===== src/common/pirc_pkg.sv =====
// Constants, types and strap decode for the transceiver init, reset and power control block
package pirc_pkg;

    // Management register numbers
    localparam logic [4:0] REG_CTRL = 5'h00;
    localparam logic [4:0] REG_ADV  = 5'h04;

    // Control register fields
    localparam int CTRL_RST  = 15;
    localparam int CTRL_SPD  = 13;
    localparam int CTRL_AN   = 12;
    localparam int CTRL_PD   = 11;
    localparam int CTRL_RAN  = 9;
    localparam int CTRL_DUP  = 8;
    localparam logic [15:0] CTRL_WMASK = 16'hB900;

    // Advertisement register fields
    localparam int ADV_LO = 5;
    localparam int ADV_HI = 8;
    localparam logic [15:0] ADV_RST = 16'h0001;

    // Management frame
    localparam logic [5:0] PRE_BITS = 6'h20;
    localparam logic [1:0] OP_RD    = 2'h2;
    localparam logic [1:0] OP_WR    = 2'h1;
    localparam logic [3:0] HDR_LAST = 4'hC;
    localparam logic [3:0] DAT_LAST = 4'hF;

    // Timing
    localparam int CLK_HZ        = 20_000_000;
    localparam int HW_READY_US   = 1000;
    localparam int HW_READY_CYC  = (HW_READY_US * (CLK_HZ / 1_000_000) + 0);
    localparam logic [3:0] SW_RST_CYC = 4'hF;

    typedef struct packed {
        logic       an_en;
        logic       spd100;
        logic       full;
        logic [3:0] adv;
    } pirc_cfg_t;

    typedef enum {MD_IDLE, MD_HDR, MD_TA, MD_DATA} pirc_md_state_t;

    // Strap decode: 0xx forced {speed,duplex}, 1xx auto-negotiation with advertisement set
    function automatic pirc_cfg_t pirc_decode(input logic [2:0] s);
        pirc_cfg_t c;
        c.an_en  = s[2];
        c.spd100 = s[2] | s[1];
        c.full   = s[2] | s[0];
        case (s)
            3'h5:    c.adv = 4'hC;
            3'h6:    c.adv = 4'h3;
            default: c.adv = 4'hF;
        endcase
        return c;
    endfunction

endpackage


===== src/hdl/pirc_init_ctrl.sv =====
// Init, reset and reduced-power control with management frame slave
`timescale 1ns/1ps

////////////////////////////////////////////////////////////////////////////////
module pirc_init_ctrl #(
    parameter int HW_READY_CYC = pirc_pkg::HW_READY_CYC
) (
    input  wire logic               clk_sys_in,
    input  wire logic               sys_rst_in,
    input  wire logic               mdc_in,
    input  wire logic               mdio_in,
    output logic                    mdio_out,
    output logic                    mdio_oe_n_out,
    input  wire logic               hw_powerdown_pin_in,
    input  wire logic               mgmt_disable_pin_in,
    input  wire logic [2:0]         led_strap_pins_in,
    input  wire logic               phy_addr_pin_in,
    input  wire logic               link_fail_in,
    output logic                    port_enable_out,
    output logic                    clock_enable_out,
    output logic                    pull_enable_out,
    output pirc_pkg::pirc_cfg_t     link_cfg_out,
    output logic                    an_start_out,
    output logic                    force_start_out
);

    ////////////////////////////////////////////////////////////////////////////
    // Input synchronisers
    logic [8:0] sync1_q;
    logic [8:0] sync2_q;
    logic       mdc_d3_q;
    logic       lf_d3_q;

    always_ff @(posedge clk_sys_in) begin
        sync1_q  <= {phy_addr_pin_in, led_strap_pins_in, link_fail_in, mgmt_disable_pin_in,
                     hw_powerdown_pin_in, mdio_in, mdc_in};
        sync2_q  <= sync1_q;
        mdc_d3_q <= sync2_q[0];
        lf_d3_q  <= sync2_q[4];
    end

    logic       mdc_s;
    logic       mdio_s;
    logic       pd_s;
    logic       mgmt_dis_s;
    logic       lf_s;
    logic [2:0] strap_s;
    logic       addr_s;
    logic       mdc_rise;
    logic       lf_rise;

    assign mdc_s    = sync2_q[0];
    assign mdio_s   = sync2_q[1];
    assign pd_s     = sync2_q[2];
    assign mgmt_dis_s = sync2_q[3];
    assign lf_s     = sync2_q[4];
    assign strap_s  = sync2_q[7:5];
    assign addr_s   = sync2_q[8];
    assign mdc_rise = mdc_s & ~mdc_d3_q;
    assign lf_rise  = lf_s & ~lf_d3_q;

    ////////////////////////////////////////////////////////////////////////////
    // Hardware reset window and strap latch
    logic [31:0] hw_cnt_q;
    logic        hw_ready_q;
    logic [2:0]  strap_lat_q;
    logic        addr_lat_q;

    always_ff @(posedge clk_sys_in) begin
        if (sys_rst_in) begin
            hw_cnt_q   <= 32'h00000000;
            hw_ready_q <= 1'b0;
        end else if (!hw_ready_q) begin
            hw_cnt_q   <= hw_cnt_q + 32'h00000001;
            hw_ready_q <= (hw_cnt_q == 32'(HW_READY_CYC - 1));
        end
    end

    always_ff @(posedge clk_sys_in) begin
        if (sys_rst_in) begin
            strap_lat_q <= 3'h0;
            addr_lat_q  <= 1'b0;
        end else if (!hw_ready_q) begin
            strap_lat_q <= strap_s;
            addr_lat_q  <= addr_s;
        end
    end

    pirc_pkg::pirc_cfg_t strap_cfg;
    logic [15:0]         strap_ctrl;
    logic [15:0]         strap_adv;

    assign strap_cfg  = pirc_pkg::pirc_decode(strap_lat_q);
    assign strap_ctrl = (16'(strap_cfg.spd100) << pirc_pkg::CTRL_SPD)
                      | (16'(strap_cfg.an_en) << pirc_pkg::CTRL_AN)
                      | (16'(strap_cfg.full) << pirc_pkg::CTRL_DUP);
    assign strap_adv  = pirc_pkg::ADV_RST | (16'(strap_cfg.adv) << pirc_pkg::ADV_LO);

    ////////////////////////////////////////////////////////////////////////////
    // Management frame slave
    logic                     access_ok;
    pirc_pkg::pirc_md_state_t st_q;
    logic [5:0]               ones_q;
    logic [3:0]               cnt_q;
    logic [12:0]              hdr_q;
    logic [15:0]              sh_q;
    logic                     rd_q;
    logic [4:0]               reg_q;
    logic                     drv_q;
    logic                     out_q;
    logic [15:0]              ctrl_q;
    logic [15:0]              adv_q;
    logic [12:0]              hdr_n;
    logic [15:0]              rd_word;
    logic                     wr_go;

    assign access_ok = hw_ready_q & ~pd_s & ~mgmt_dis_s;
    assign hdr_n     = {hdr_q[11:0], mdio_s};
    assign wr_go     = access_ok & mdc_rise & (st_q == pirc_pkg::MD_DATA) & ~rd_q & (cnt_q == pirc_pkg::DAT_LAST);

    always_comb begin
        case (hdr_n[4:0])
            pirc_pkg::REG_CTRL: rd_word = ctrl_q;
            pirc_pkg::REG_ADV:  rd_word = adv_q;
            default:            rd_word = 16'h0000;
        endcase
    end

    always_ff @(posedge clk_sys_in) begin
        if (sys_rst_in || !access_ok) begin
            st_q   <= pirc_pkg::MD_IDLE;
            ones_q <= 6'h00;
            cnt_q  <= 4'h0;
            drv_q  <= 1'b0;
            out_q  <= 1'b1;
            rd_q   <= 1'b0;
        end else if (mdc_rise) begin
            case (st_q)
                pirc_pkg::MD_IDLE: begin
                    cnt_q <= 4'h0;
                    if (mdio_s) begin
                        ones_q <= (ones_q == pirc_pkg::PRE_BITS) ? ones_q : ones_q + 6'h01;
                    end else begin
                        ones_q <= 6'h00;
                        if (ones_q == pirc_pkg::PRE_BITS) begin
                            st_q <= pirc_pkg::MD_HDR;
                        end
                    end
                end
                pirc_pkg::MD_HDR: begin
                    hdr_q <= hdr_n;
                    cnt_q <= cnt_q + 4'h1;
                    if (cnt_q == pirc_pkg::HDR_LAST) begin
                        cnt_q <= 4'h0;
                        reg_q <= hdr_n[4:0];
                        rd_q  <= (hdr_n[11:10] == pirc_pkg::OP_RD);
                        sh_q  <= rd_word;
                        if (hdr_n[12] && hdr_n[9:5] == {4'h0, addr_lat_q}
                            && (hdr_n[11:10] == pirc_pkg::OP_RD || hdr_n[11:10] == pirc_pkg::OP_WR)) begin
                            st_q <= pirc_pkg::MD_TA;
                        end else begin
                            st_q <= pirc_pkg::MD_IDLE;
                        end
                    end
                end
                pirc_pkg::MD_TA: begin
                    cnt_q <= cnt_q + 4'h1;
                    if (rd_q) begin
                        drv_q <= 1'b1;
                        out_q <= (cnt_q == 4'h0) ? 1'b0 : sh_q[15];
                    end
                    if (cnt_q == 4'h1) begin
                        st_q  <= pirc_pkg::MD_DATA;
                        cnt_q <= 4'h0;
                        if (rd_q) begin
                            sh_q <= {sh_q[14:0], mdio_s};
                        end
                    end
                end
                pirc_pkg::MD_DATA: begin
                    cnt_q <= cnt_q + 4'h1;
                    sh_q  <= {sh_q[14:0], mdio_s};
                    out_q <= sh_q[15];
                    if (cnt_q == pirc_pkg::DAT_LAST) begin
                        st_q  <= pirc_pkg::MD_IDLE;
                        drv_q <= 1'b0;
                        out_q <= 1'b1;
                    end
                end
                default: st_q <= pirc_pkg::MD_IDLE;
            endcase
        end
    end

    assign mdio_out      = out_q;
    assign mdio_oe_n_out = ~(drv_q & access_ok);

    ////////////////////////////////////////////////////////////////////////////
    // Control and advertisement registers
    logic [3:0]  sw_cnt_q;
    logic        sw_done;
    logic [15:0] wdata;

    assign sw_done = ctrl_q[pirc_pkg::CTRL_RST] & (sw_cnt_q == pirc_pkg::SW_RST_CYC);
    assign wdata   = {sh_q[14:0], mdio_s};

    always_ff @(posedge clk_sys_in) begin
        if (sys_rst_in || !ctrl_q[pirc_pkg::CTRL_RST]) begin
            sw_cnt_q <= 4'h0;
        end else begin
            sw_cnt_q <= sw_cnt_q + 4'h1;
        end
    end

    always_ff @(posedge clk_sys_in) begin
        if (sys_rst_in) begin
            ctrl_q <= 16'h0000;
            adv_q  <= pirc_pkg::ADV_RST;
        end else if (!hw_ready_q) begin
            ctrl_q <= strap_ctrl;
            adv_q  <= strap_adv;
        end else if (ctrl_q[pirc_pkg::CTRL_RST]) begin
            if (sw_done) begin
                ctrl_q <= strap_ctrl;
                adv_q  <= strap_adv;
            end
        end else if (wr_go && reg_q == pirc_pkg::REG_CTRL) begin
            ctrl_q <= wdata & pirc_pkg::CTRL_WMASK;
        end else if (wr_go && reg_q == pirc_pkg::REG_ADV) begin
            adv_q[pirc_pkg::ADV_HI:pirc_pkg::ADV_LO] <= wdata[pirc_pkg::ADV_HI:pirc_pkg::ADV_LO];
        end
    end

    ////////////////////////////////////////////////////////////////////////////
    // Link bring-up and power control
    logic start;
    logic wr_ctrl;
    logic an_sel;
    logic ready_d_q;
    logic port_en_q;
    logic an_q;
    logic force_q;
    pirc_pkg::pirc_cfg_t cfg_q;

    assign wr_ctrl = wr_go & (reg_q == pirc_pkg::REG_CTRL) & ~ctrl_q[pirc_pkg::CTRL_RST];
    assign start   = (hw_ready_q & ~ready_d_q) | sw_done
                   | (lf_rise & hw_ready_q & ~ctrl_q[pirc_pkg::CTRL_RST])
                   | wr_ctrl;
    // Kind follows the value the control register takes at this edge
    assign an_sel  = sw_done ? strap_ctrl[pirc_pkg::CTRL_AN]
                   : (wr_ctrl ? wdata[pirc_pkg::CTRL_AN] : ctrl_q[pirc_pkg::CTRL_AN]);

    always_ff @(posedge clk_sys_in) begin
        if (sys_rst_in) begin
            ready_d_q <= 1'b0;
            port_en_q <= 1'b0;
            an_q      <= 1'b0;
            force_q   <= 1'b0;
            cfg_q     <= '0;
        end else begin
            ready_d_q <= hw_ready_q;
            port_en_q <= hw_ready_q & ~pd_s & ~ctrl_q[pirc_pkg::CTRL_PD]
                       & ~ctrl_q[pirc_pkg::CTRL_RST];
            an_q      <= start & an_sel;
            force_q   <= start & ~an_sel;
            cfg_q     <= '{an_en:  ctrl_q[pirc_pkg::CTRL_AN],
                           spd100: ctrl_q[pirc_pkg::CTRL_SPD],
                           full:   ctrl_q[pirc_pkg::CTRL_DUP],
                           adv:    adv_q[pirc_pkg::ADV_HI:pirc_pkg::ADV_LO]};
        end
    end

    assign port_enable_out  = port_en_q;
    assign clock_enable_out = ~pd_s;
    assign pull_enable_out  = ~pd_s;
    assign an_start_out     = an_q;
    assign force_start_out  = force_q;
    assign link_cfg_out     = cfg_q;

    ////////////////////////////////////////////////////////////////////////////
    // Assertions
    localparam int SW_CHK = 17;
endmodule // pirc_init_ctrl

===== config.mk =====
export PLATFORM = sky130hd
export DESIGN_NAME = pirc_init_ctrl
export DESIGN_NICKNAME = d
export VERILOG_FILES = /design/src/common/pirc_pkg.sv /design/src/hdl/pirc_init_ctrl.sv
export SDC_FILE = /design/constraint.sdc
export NUM_CORES = 1
export LEC_CHECK = 0
export BUFFER_PORTS_ARGS = -buffer_cell sky130_fd_sc_hd__buf_2
export CORE_MARGIN = 1.5
export CORE_UTILIZATION = 45
export CTS_CLUSTER_SIZE = 24
export DETAILED_ROUTE_END_ITERATION = 6
export PLACE_DENSITY_LB_ADDON = 0.1
export RECOVER_POWER = 50
export SLEW_MARGIN = 20
export SYNTH_ARGS = -nofsm -noshare
export SYNTH_HDL_FRONTEND = slang
export SYNTH_SLANG_ARGS = --single-unit

===== constraint.sdc =====
create_clock -name clk_sys_in -period 6.4 [get_ports clk_sys_in]
set_clock_uncertainty 0.05 [all_clocks]
set_input_delay 1.92 -clock clk_sys_in [delete_from_list [all_inputs] [get_ports clk_sys_in]]
set_output_delay 1.92 -clock clk_sys_in [all_outputs]
set_load 0.05 [all_outputs]

==> metrics.txt, run 1 <==
Primary FF master, synth dfxtp_1; total CTS buffers 17; via count ~3500; final instance area 5960 sq um; layout cells sized above 1 14.1%; maximum clock insertion buffer count 2; Initial Util 46.6%; main combinational cell family by area after synthesis simple AND/OR/NAND/NOR gates; Async SR Flop Fraction 0%; CTS resizes 0; Setup-failing EPs final 0; Critical Path Start Type primary input; Routed Wire Length around 9800 um; xor and xnor area share after synthesis roughly 6.7%; cells along the critical path clkbuf_1 -> clkbuf_1 -> a41oi_1 -> o21a_1 -> mux2_2; GRT Util Overall 18.0%; worst hold path type reg2reg; pin count of the biggest net entering global routing 56; Max rail drop VDD 0.165 mV; fin util 54.3%; met3 Usage GRT 4.09%; simple-gate share of the synthesized area 21.4%; total number of clock tree sinks 129; Die ar. 12000 sq um; synthesized area 5120 sq um; Crit Path Max Fanout 55; antenna violations before repair 0; Fin Hold WS 0.273 ns; Pins Over Slew Limit 56; Worst-Skew Late Latency 0.41 ns; CP max stage delay 1.75 ns; WP data required 6.65 ns; Post-CTS Setup Bufs 0; slowest cell on the critical path clkbuf_1; Most common cell on crit path clkbuf_1; global-route met1 utilization 24.1%; sequential-to-total area share from yosys stat a little under three fifths; wire length per cell 15.0 um; number of port buffers 24; Pleak ~2.1 nW; Worst-Margin Slew 2.43 ns; Syn. warnings 0; post-route setup slack 2.20 ns; Arr. time, crit path 4.45 ns; Yosys reg bits about 130; failing checks max-capacitance violations, max-slew violations; Synthesized Nets 498; Nets 522; CP delay by family, top buffers and inverters; FILL cells between 900 and 1000; num rows 38; H-tree depth 4; clock period minus worst slack 4.20 ns; Compound-Gate Fraction of Synth Area under 10%; GRT Residual Overflow 0; Placed Area 5350 sq um; die width 110 um; Synth cell types 52; post-route clock period utilization 65.6%; I/O Pins 25; FMAX between 200 and 250 MHz; GPL Wtd Cong 0.765; outcome complete, but fails checks; first-pass GRT wire length 16300 um; ANT nets after route 0; Worst Setup Path Type in2reg; crit path buf inv count 2; Pwr Density 318 nW/um^2; kind of end point of the critical path flop; First-pass DRT Iterations 5; post-detail-place hpwl between 6000 and 7000 um; Mapped Cells 479; Reg clk slew, reported paths 0.06 ns; total core area roughly 11000 sq um; CTS tree done; RSZ-0062 raised after global routing false; vias in the first global route 3326; hold-fix buffers at CTS 0; maximum capacitance violations 1; ANT cells 0; mux cell area share after synthesis 2.44%; final hold vios 0; number of remaining DRC errors 0; adder-cell share of the synthesized area 1.96%; Post-synth EDFFs 33; Via density 5.35; Layout Area Growth over Synthesis 16.4%; DP Worst Slack 2.45 ns; Mean Syn Cell Area 10.7 sq um; worst relative slew slack -62.0%; Die H between 100 and 150 um; DRT iter0 DRCs 240; gr busiest metal met2; CTS root buffer clkbuf_16; met2 usage 27.3%; setup TNS 0 ns
-- worst register-to-register path, cell delays in order, from the launching register on --
cell	delay, ns
dfxtp_1	0.72
nor2b_1	0.38
nand2_1	0.31
nor4_1	0.89
-- synth_stat cells, types with 4 or more instances --
cell	number	area, sq um
a21oi_1	15	75.1
a22o_1	7	61.3
a41oi_1	4	35.0
and2_1	9	56.3
and3_1	4	25.0
buf_1	4	15.0
clkbuf_1	13	48.8
dfxtp_1	96	1920
edfxtp_1	33	991
ha_1	8	100
inv_1	13	48.8
mux2_2	4	45.0
mux2i_1	8	80.1
nand2_1	25	93.8
nand2b_1	4	25.0
nand3_1	22	110
nand4_1	22	138
nor2_1	57	214
nor2b_1	10	62.6
nor3_1	12	60.1
nor4_1	11	68.8
nor4b_1	6	52.6
o21a_1	4	30.0
o21ai_0	10	50.1
xnor2_1	11	96.3
xor2_1	28	245
-- cell type report --
class,count,area [sq um],share of cell area [%]
clock buffer,18,439,7.37
clock inverter,14,176,2.96
inverter,13,48.8,0.819
multi-input combinational,315,2070,34.8
sequential,129,2910,48.9
tap,140,175,2.94
timing repair buffer,27,134,2.25
-- per-stage QoR --
stage / cells / total power [mW]
floorplan: 479 / 0.901
global placement: 624 / 0.914
detailed placement: 624 / 0.914
CTS: 656 / 1.91
global route: 656 / 1.95
finish: 656 / 1.90
-- power breakdown --
part	switching (mW)	internal, mW
registers	0.0100	0.847
clock network	0.371	0.629
logic	0.0256	0.0144
total	0.407	1.49
-- registers in the layout, indices dropped and copies added (netlist names), 4 cells and up --
register / cells
hw_cnt_q: 32
sh_q: 16
hdr_q: 12
sync1_q: 9
sync2_q: 9
link_cfg_out: 7
ones_q: 6
ctrl_q: 5
reg_q: 5
adv_q: 4
cnt_q: 4
sw_cnt_q: 4
-- path summary, 6_finish.rpt --
| kind | from | end | slack [ns] | cells past startpoint |
|---|---|---|---|---|
| hold reg to reg | sync1_q[6] | sync2_q[6] | 0.27 | 0 |
| setup / recovery | sys_rst_in | adv_q[7] | 2.20 | 5 |
| setup reg to reg | hw_ready_q | reg_q[3] | 3.67 | 3 |
| hold / removal | sync1_q[6] | sync2_q[6] | 0.27 | 0 |
-- layout by cell type, fill, tap and decap left out, types with 3 or more instances in the layout --
cell,n
edfxtp_1,33
ha_1,8
nor4_1,10
nand3_1,22
buf_2,23
a21oi_1,15
a31oi_1,3
clkbuf_1,3
nand4_1,22
xnor2_1,11
a41oi_1,4
and2_0,4
o21a_1,4
nor2b_1,10
mux2i_1,8
nor2_1,57
and2_1,5
inv_1,13
a22o_1,7
inv_6,4
mux2_2,4
nor3_1,12
xor2_1,28
nand3b_1,3
nand2_1,25
or3_1,3
and3_1,4
dfxtp_1,96
clkinv_4,4
nor4b_1,6
o21ai_0,10
bufinv_16,3
nand2b_1,4
clkbuf_16,17
-- metal layers --
layer  vias to the layer above  wire length [um]
met4                         0               148
met3                        10               235
met5                         -                 0
li1                       1761                 -
met2                        55              4560
met1                      1686              4900
-- cells by family after synthesis --
family          after synthesis
simple gates                202
flops                       129
compound gates               54
xor+xnor                     39
buf+inv                      35
mux                          12
fa+ha+maj                     8
(Power assumes the default switching activity.)
==> inputs of run 2 (changes only) <==
--- a/config.mk
+++ b/config.mk
@@ -5,6 +5,7 @@
 export SDC_FILE = /design/constraint.sdc
 export NUM_CORES = 1
 export LEC_CHECK = 0
+export ABC_AREA = 1
 export BUFFER_PORTS_ARGS = -buffer_cell sky130_fd_sc_hd__buf_2
 export CORE_MARGIN = 1.5
 export CORE_UTILIZATION = 45
==> constraint.sdc (replaced) <==
create_clock -name clk_sys_in -period 3.4 [get_ports clk_sys_in]
set_clock_uncertainty 0.05 [all_clocks]
set_input_delay 1.02 -clock clk_sys_in [delete_from_list [all_inputs] [get_ports clk_sys_in]]
set_output_delay 1.02 -clock clk_sys_in [all_outputs]
set_load 0.05 [all_outputs]
==> run 2 against run 1 <==
Compared with the run above: the flow now finishes without violations; count of clock-buffer cells in the layout rose by 8; cell area rose by 8.6%; final cell count rose by 41%; sequential cell count did not move; sequential share of layout area fell by 3.9 points; register-to-register slack got worse by 2.5 ns; die area rose by 9.4%; utilization fell by 0.83 points; power rose by 78%; critical endpoint is now mdio_oe_n_out.
==> metrics.txt, run 2 <==
outcome completed; GRT Util Overall 20.0% (+2.1 points); Compound-Gate Fraction of Synth Area 7.62% (about the same); total core area 12100 sq um (+10%); CTS root buffer clkbuf_16; num rows 40 (+5.3%); Fin Hold WS 0.273 ns (+0.000603 ns); Worst-Margin Slew 1.48 ns (-0.951 ns); final instance area 6470 sq um (+8.6%); number of remaining DRC errors 0 (unchanged); Layout Area Growth over Synthesis 15.2%; area leader, netlist dfxtp_1; layout cells sized above 1 11.9% (-2.3 points); vias in the first global route 4239 (+27%); cell count after placement 893 (+43%); mux cell area share after synthesis 0% (-2.4 points); worst relative slew slack 1.37% (+63 points); Routed Wire Length 11900 um (+21%); pin count of the biggest net entering global routing 28 (-50%); Crit Path Max Fanout 14 (-75%); min-delay src sync1_q[1]; Pins Over Slew Limit 0 (-100%); post-route clock period utilization about 80%; Most common cell on crit path nand2_1; first-pass GRT wire length 20300 um (+24%); reg2reg start st_q[1]; die width 115 um (+4.6%); H-tree depth 4 (unchanged); Post-CTS Setup Bufs 0 (unchanged); ANT nets after route 0 (unchanged); GRT Residual Overflow 0 (unchanged); total number of clock tree sinks 129 (unchanged); Top Registers hw_cnt_q x32, sh_q x16, hdr_q x12; Syn. warnings 0 (unchanged); post-detail-place hpwl 8560 um (+33%); cells along the critical path nand2_1 -> nor2_1 -> nand2_1 -> buf_2; I/O Pins 25 (unchanged); final hold vios 0 (unchanged); Mapped Cells 707 (+48%); number of port buffers 24 (unchanged); Yosys reg bits 129 (unchanged); commonest non-fill, non-tap cell in the layout nand2_1; Max rail drop VDD 0.331 mV (+100%); fin util 53.4% (-0.83 points); clock period minus worst slack 2.71 ns; Initial Util 46.4% (-0.25 points); worst hold path type reg2reg; FMAX 370 MHz; simple-gate share of the synthesized area 29.8% (+8.4 points); Die ar. 13200 sq um (+9.4%); Post-synth top cells nand2_1 (159), nor2_1 (103), dfxtp_1 (96); Async SR Flop Fraction 0% (unchanged); maximum capacitance violations 0 (-1); maximum clock insertion buffer count 2 (unchanged); WP data required 2.33 ns (-4.32 ns); Synthesized Nets 726 (+46%); Pwr Density 521 nW/um^2 (+64%); top-area cell type share of the netlist area 34.2% (-3.3 points); Post-synth EDFFs 33 (unchanged); Critical Path Start Type flop; Nets 763 (+46%); Setup-failing EPs final 0 (unchanged); Worst-Skew Late Latency 0.42 ns (about the same); wire length per cell 12.9 um (-14%); count leader, synth nand2_1; GPL Wtd Cong 0.893 (+17%); slowest cell on the critical path dfxtp_1; CTS resizes 0 (unchanged); Die H 115 um (+4.6%); Worst Setup Path Type reg2out; ANT cells 0 (unchanged); kind of end point of the critical path output port; CP Launch Point hw_ready_q; First-pass DRT Iterations 5 (unchanged); Arr. time, crit path 1.64 ns (-2.81 ns); setup TNS 0 ns (unchanged); CP delay by family, top flip-flops; most frequent cells in the layout nand2_1 (159), nor2_1 (103), dfxtp_1 (96), inv_1 (94), nand3_1 (44); RSZ-0062 raised after global routing false; DRT iter0 DRCs 318 (+33%); Synth cell types 39 (-25%); Mean Syn Cell Area 7.94 sq um (-26%); sequential-to-total area share from yosys stat 51.9% (-5.0 points); Finished Layout Cells 925 (+41%); total CTS buffers 17 (unchanged); hold-fix buffers at CTS 0 (unchanged); via count 4506 (+28%); Placed Area 5930 sq um (+11%); antenna violations before repair 0 (unchanged); main combinational cell family by area after synthesis simple AND/OR/NAND/NOR gates; Primary FF master, synth dfxtp_1; Reg with most FFs hw_cnt_q; max reg flops 32 (unchanged); crit path buf inv count 1 (-1); CP max stage delay 0.58 ns (-1.17 ns); Pleak 2.60 nW (+23%); Via density 4.87 (-9.0%); adder-cell share of the synthesized area 1.78% (-0.17 points); synth top area cells dfxtp_1 (34%), edfxtp_1 (18%), nand2_1 (11%); synthesized area 5620 sq um (+9.7%); xor and xnor area share after synthesis 1.09% (-5.6 points); CTS tree done; Reg clk slew, reported paths 0.05 ns (about the same)
[run 2: cell types whose count changed after synthesis, moves of 8 or more]
cell | before | now
nor2b_1 | 10 | 2
inv_1 | 13 | 93
o21ai_0 | 10 | 24
and2_1 | 9 | 0
inv_2 | 0 | 10
a21oi_1 | 15 | 33
nand2_1 | 25 | 159
xor2_1 | 28 | 5
nand3_1 | 22 | 44
nor2_1 | 57 | 103
mux2i_1 | 8 | 0
xnor2_1 | 11 | 2
[run 2: path summary, 6_finish.rpt]
| kind | to | slack [ns] | cells past startpoint |
|---|---|---|---|
| max | mdio_oe_n_out | 0.69 | 4 |
| min | sync2_q[1] | 0.27 | 0 |
| max reg2reg | sh_q[6] | 1.18 | 7 |
| min reg2reg | sync2_q[1] | 0.27 | 0 |
[run 2: report_power, final]
| group | switching [mW] | internal [mW] |
|---|---|---|
| logic | 0.0657 | 0.0243 |
| registers | 0.0151 | 1.60 |
| clock network | 0.615 | 1.06 |
| total | 0.696 | 2.68 |
[run 2: kinds of logic after synthesis]
family	Yosys count
XOR/XNOR	7
AO/OA/AOI/OAI	76
AND/OR/NAND/NOR	373
adder cells (fa/ha/maj)	8
flip-flops	129
buffers and inverters	114
[run 2: final cells by class]
cell class | count | area, sq um
Sequential cell | 129 | 2910
Clock inverter | 6 | 56.3
Inverter | 103 | 387
Fill cell | 1174 | 5640
Tap cell | 168 | 210
Multi-Input combinational cell | 464 | 2270
Clock buffer | 26 | 489
Timing Repair Buffer | 29 | 149
[run 2: through the flow]
stage	power, mW	worst slack (ns)
final	3.37	0.694
after global placement	1.73	1.02
after detailed placement	1.73	0.986
after CTS	3.40	0.628
after floorplan	1.70	0.284
after global routing	3.49	0.486
[run 2: per-layer routing]
layer	vias to the layer above	wire length (um)	track usage (%)
met2	83	5060	29.2
li1	2353	-	-
met4	0	230	8.23
met3	20	440	5.51
met5	-	0	0
met1	2050	6200	28.2
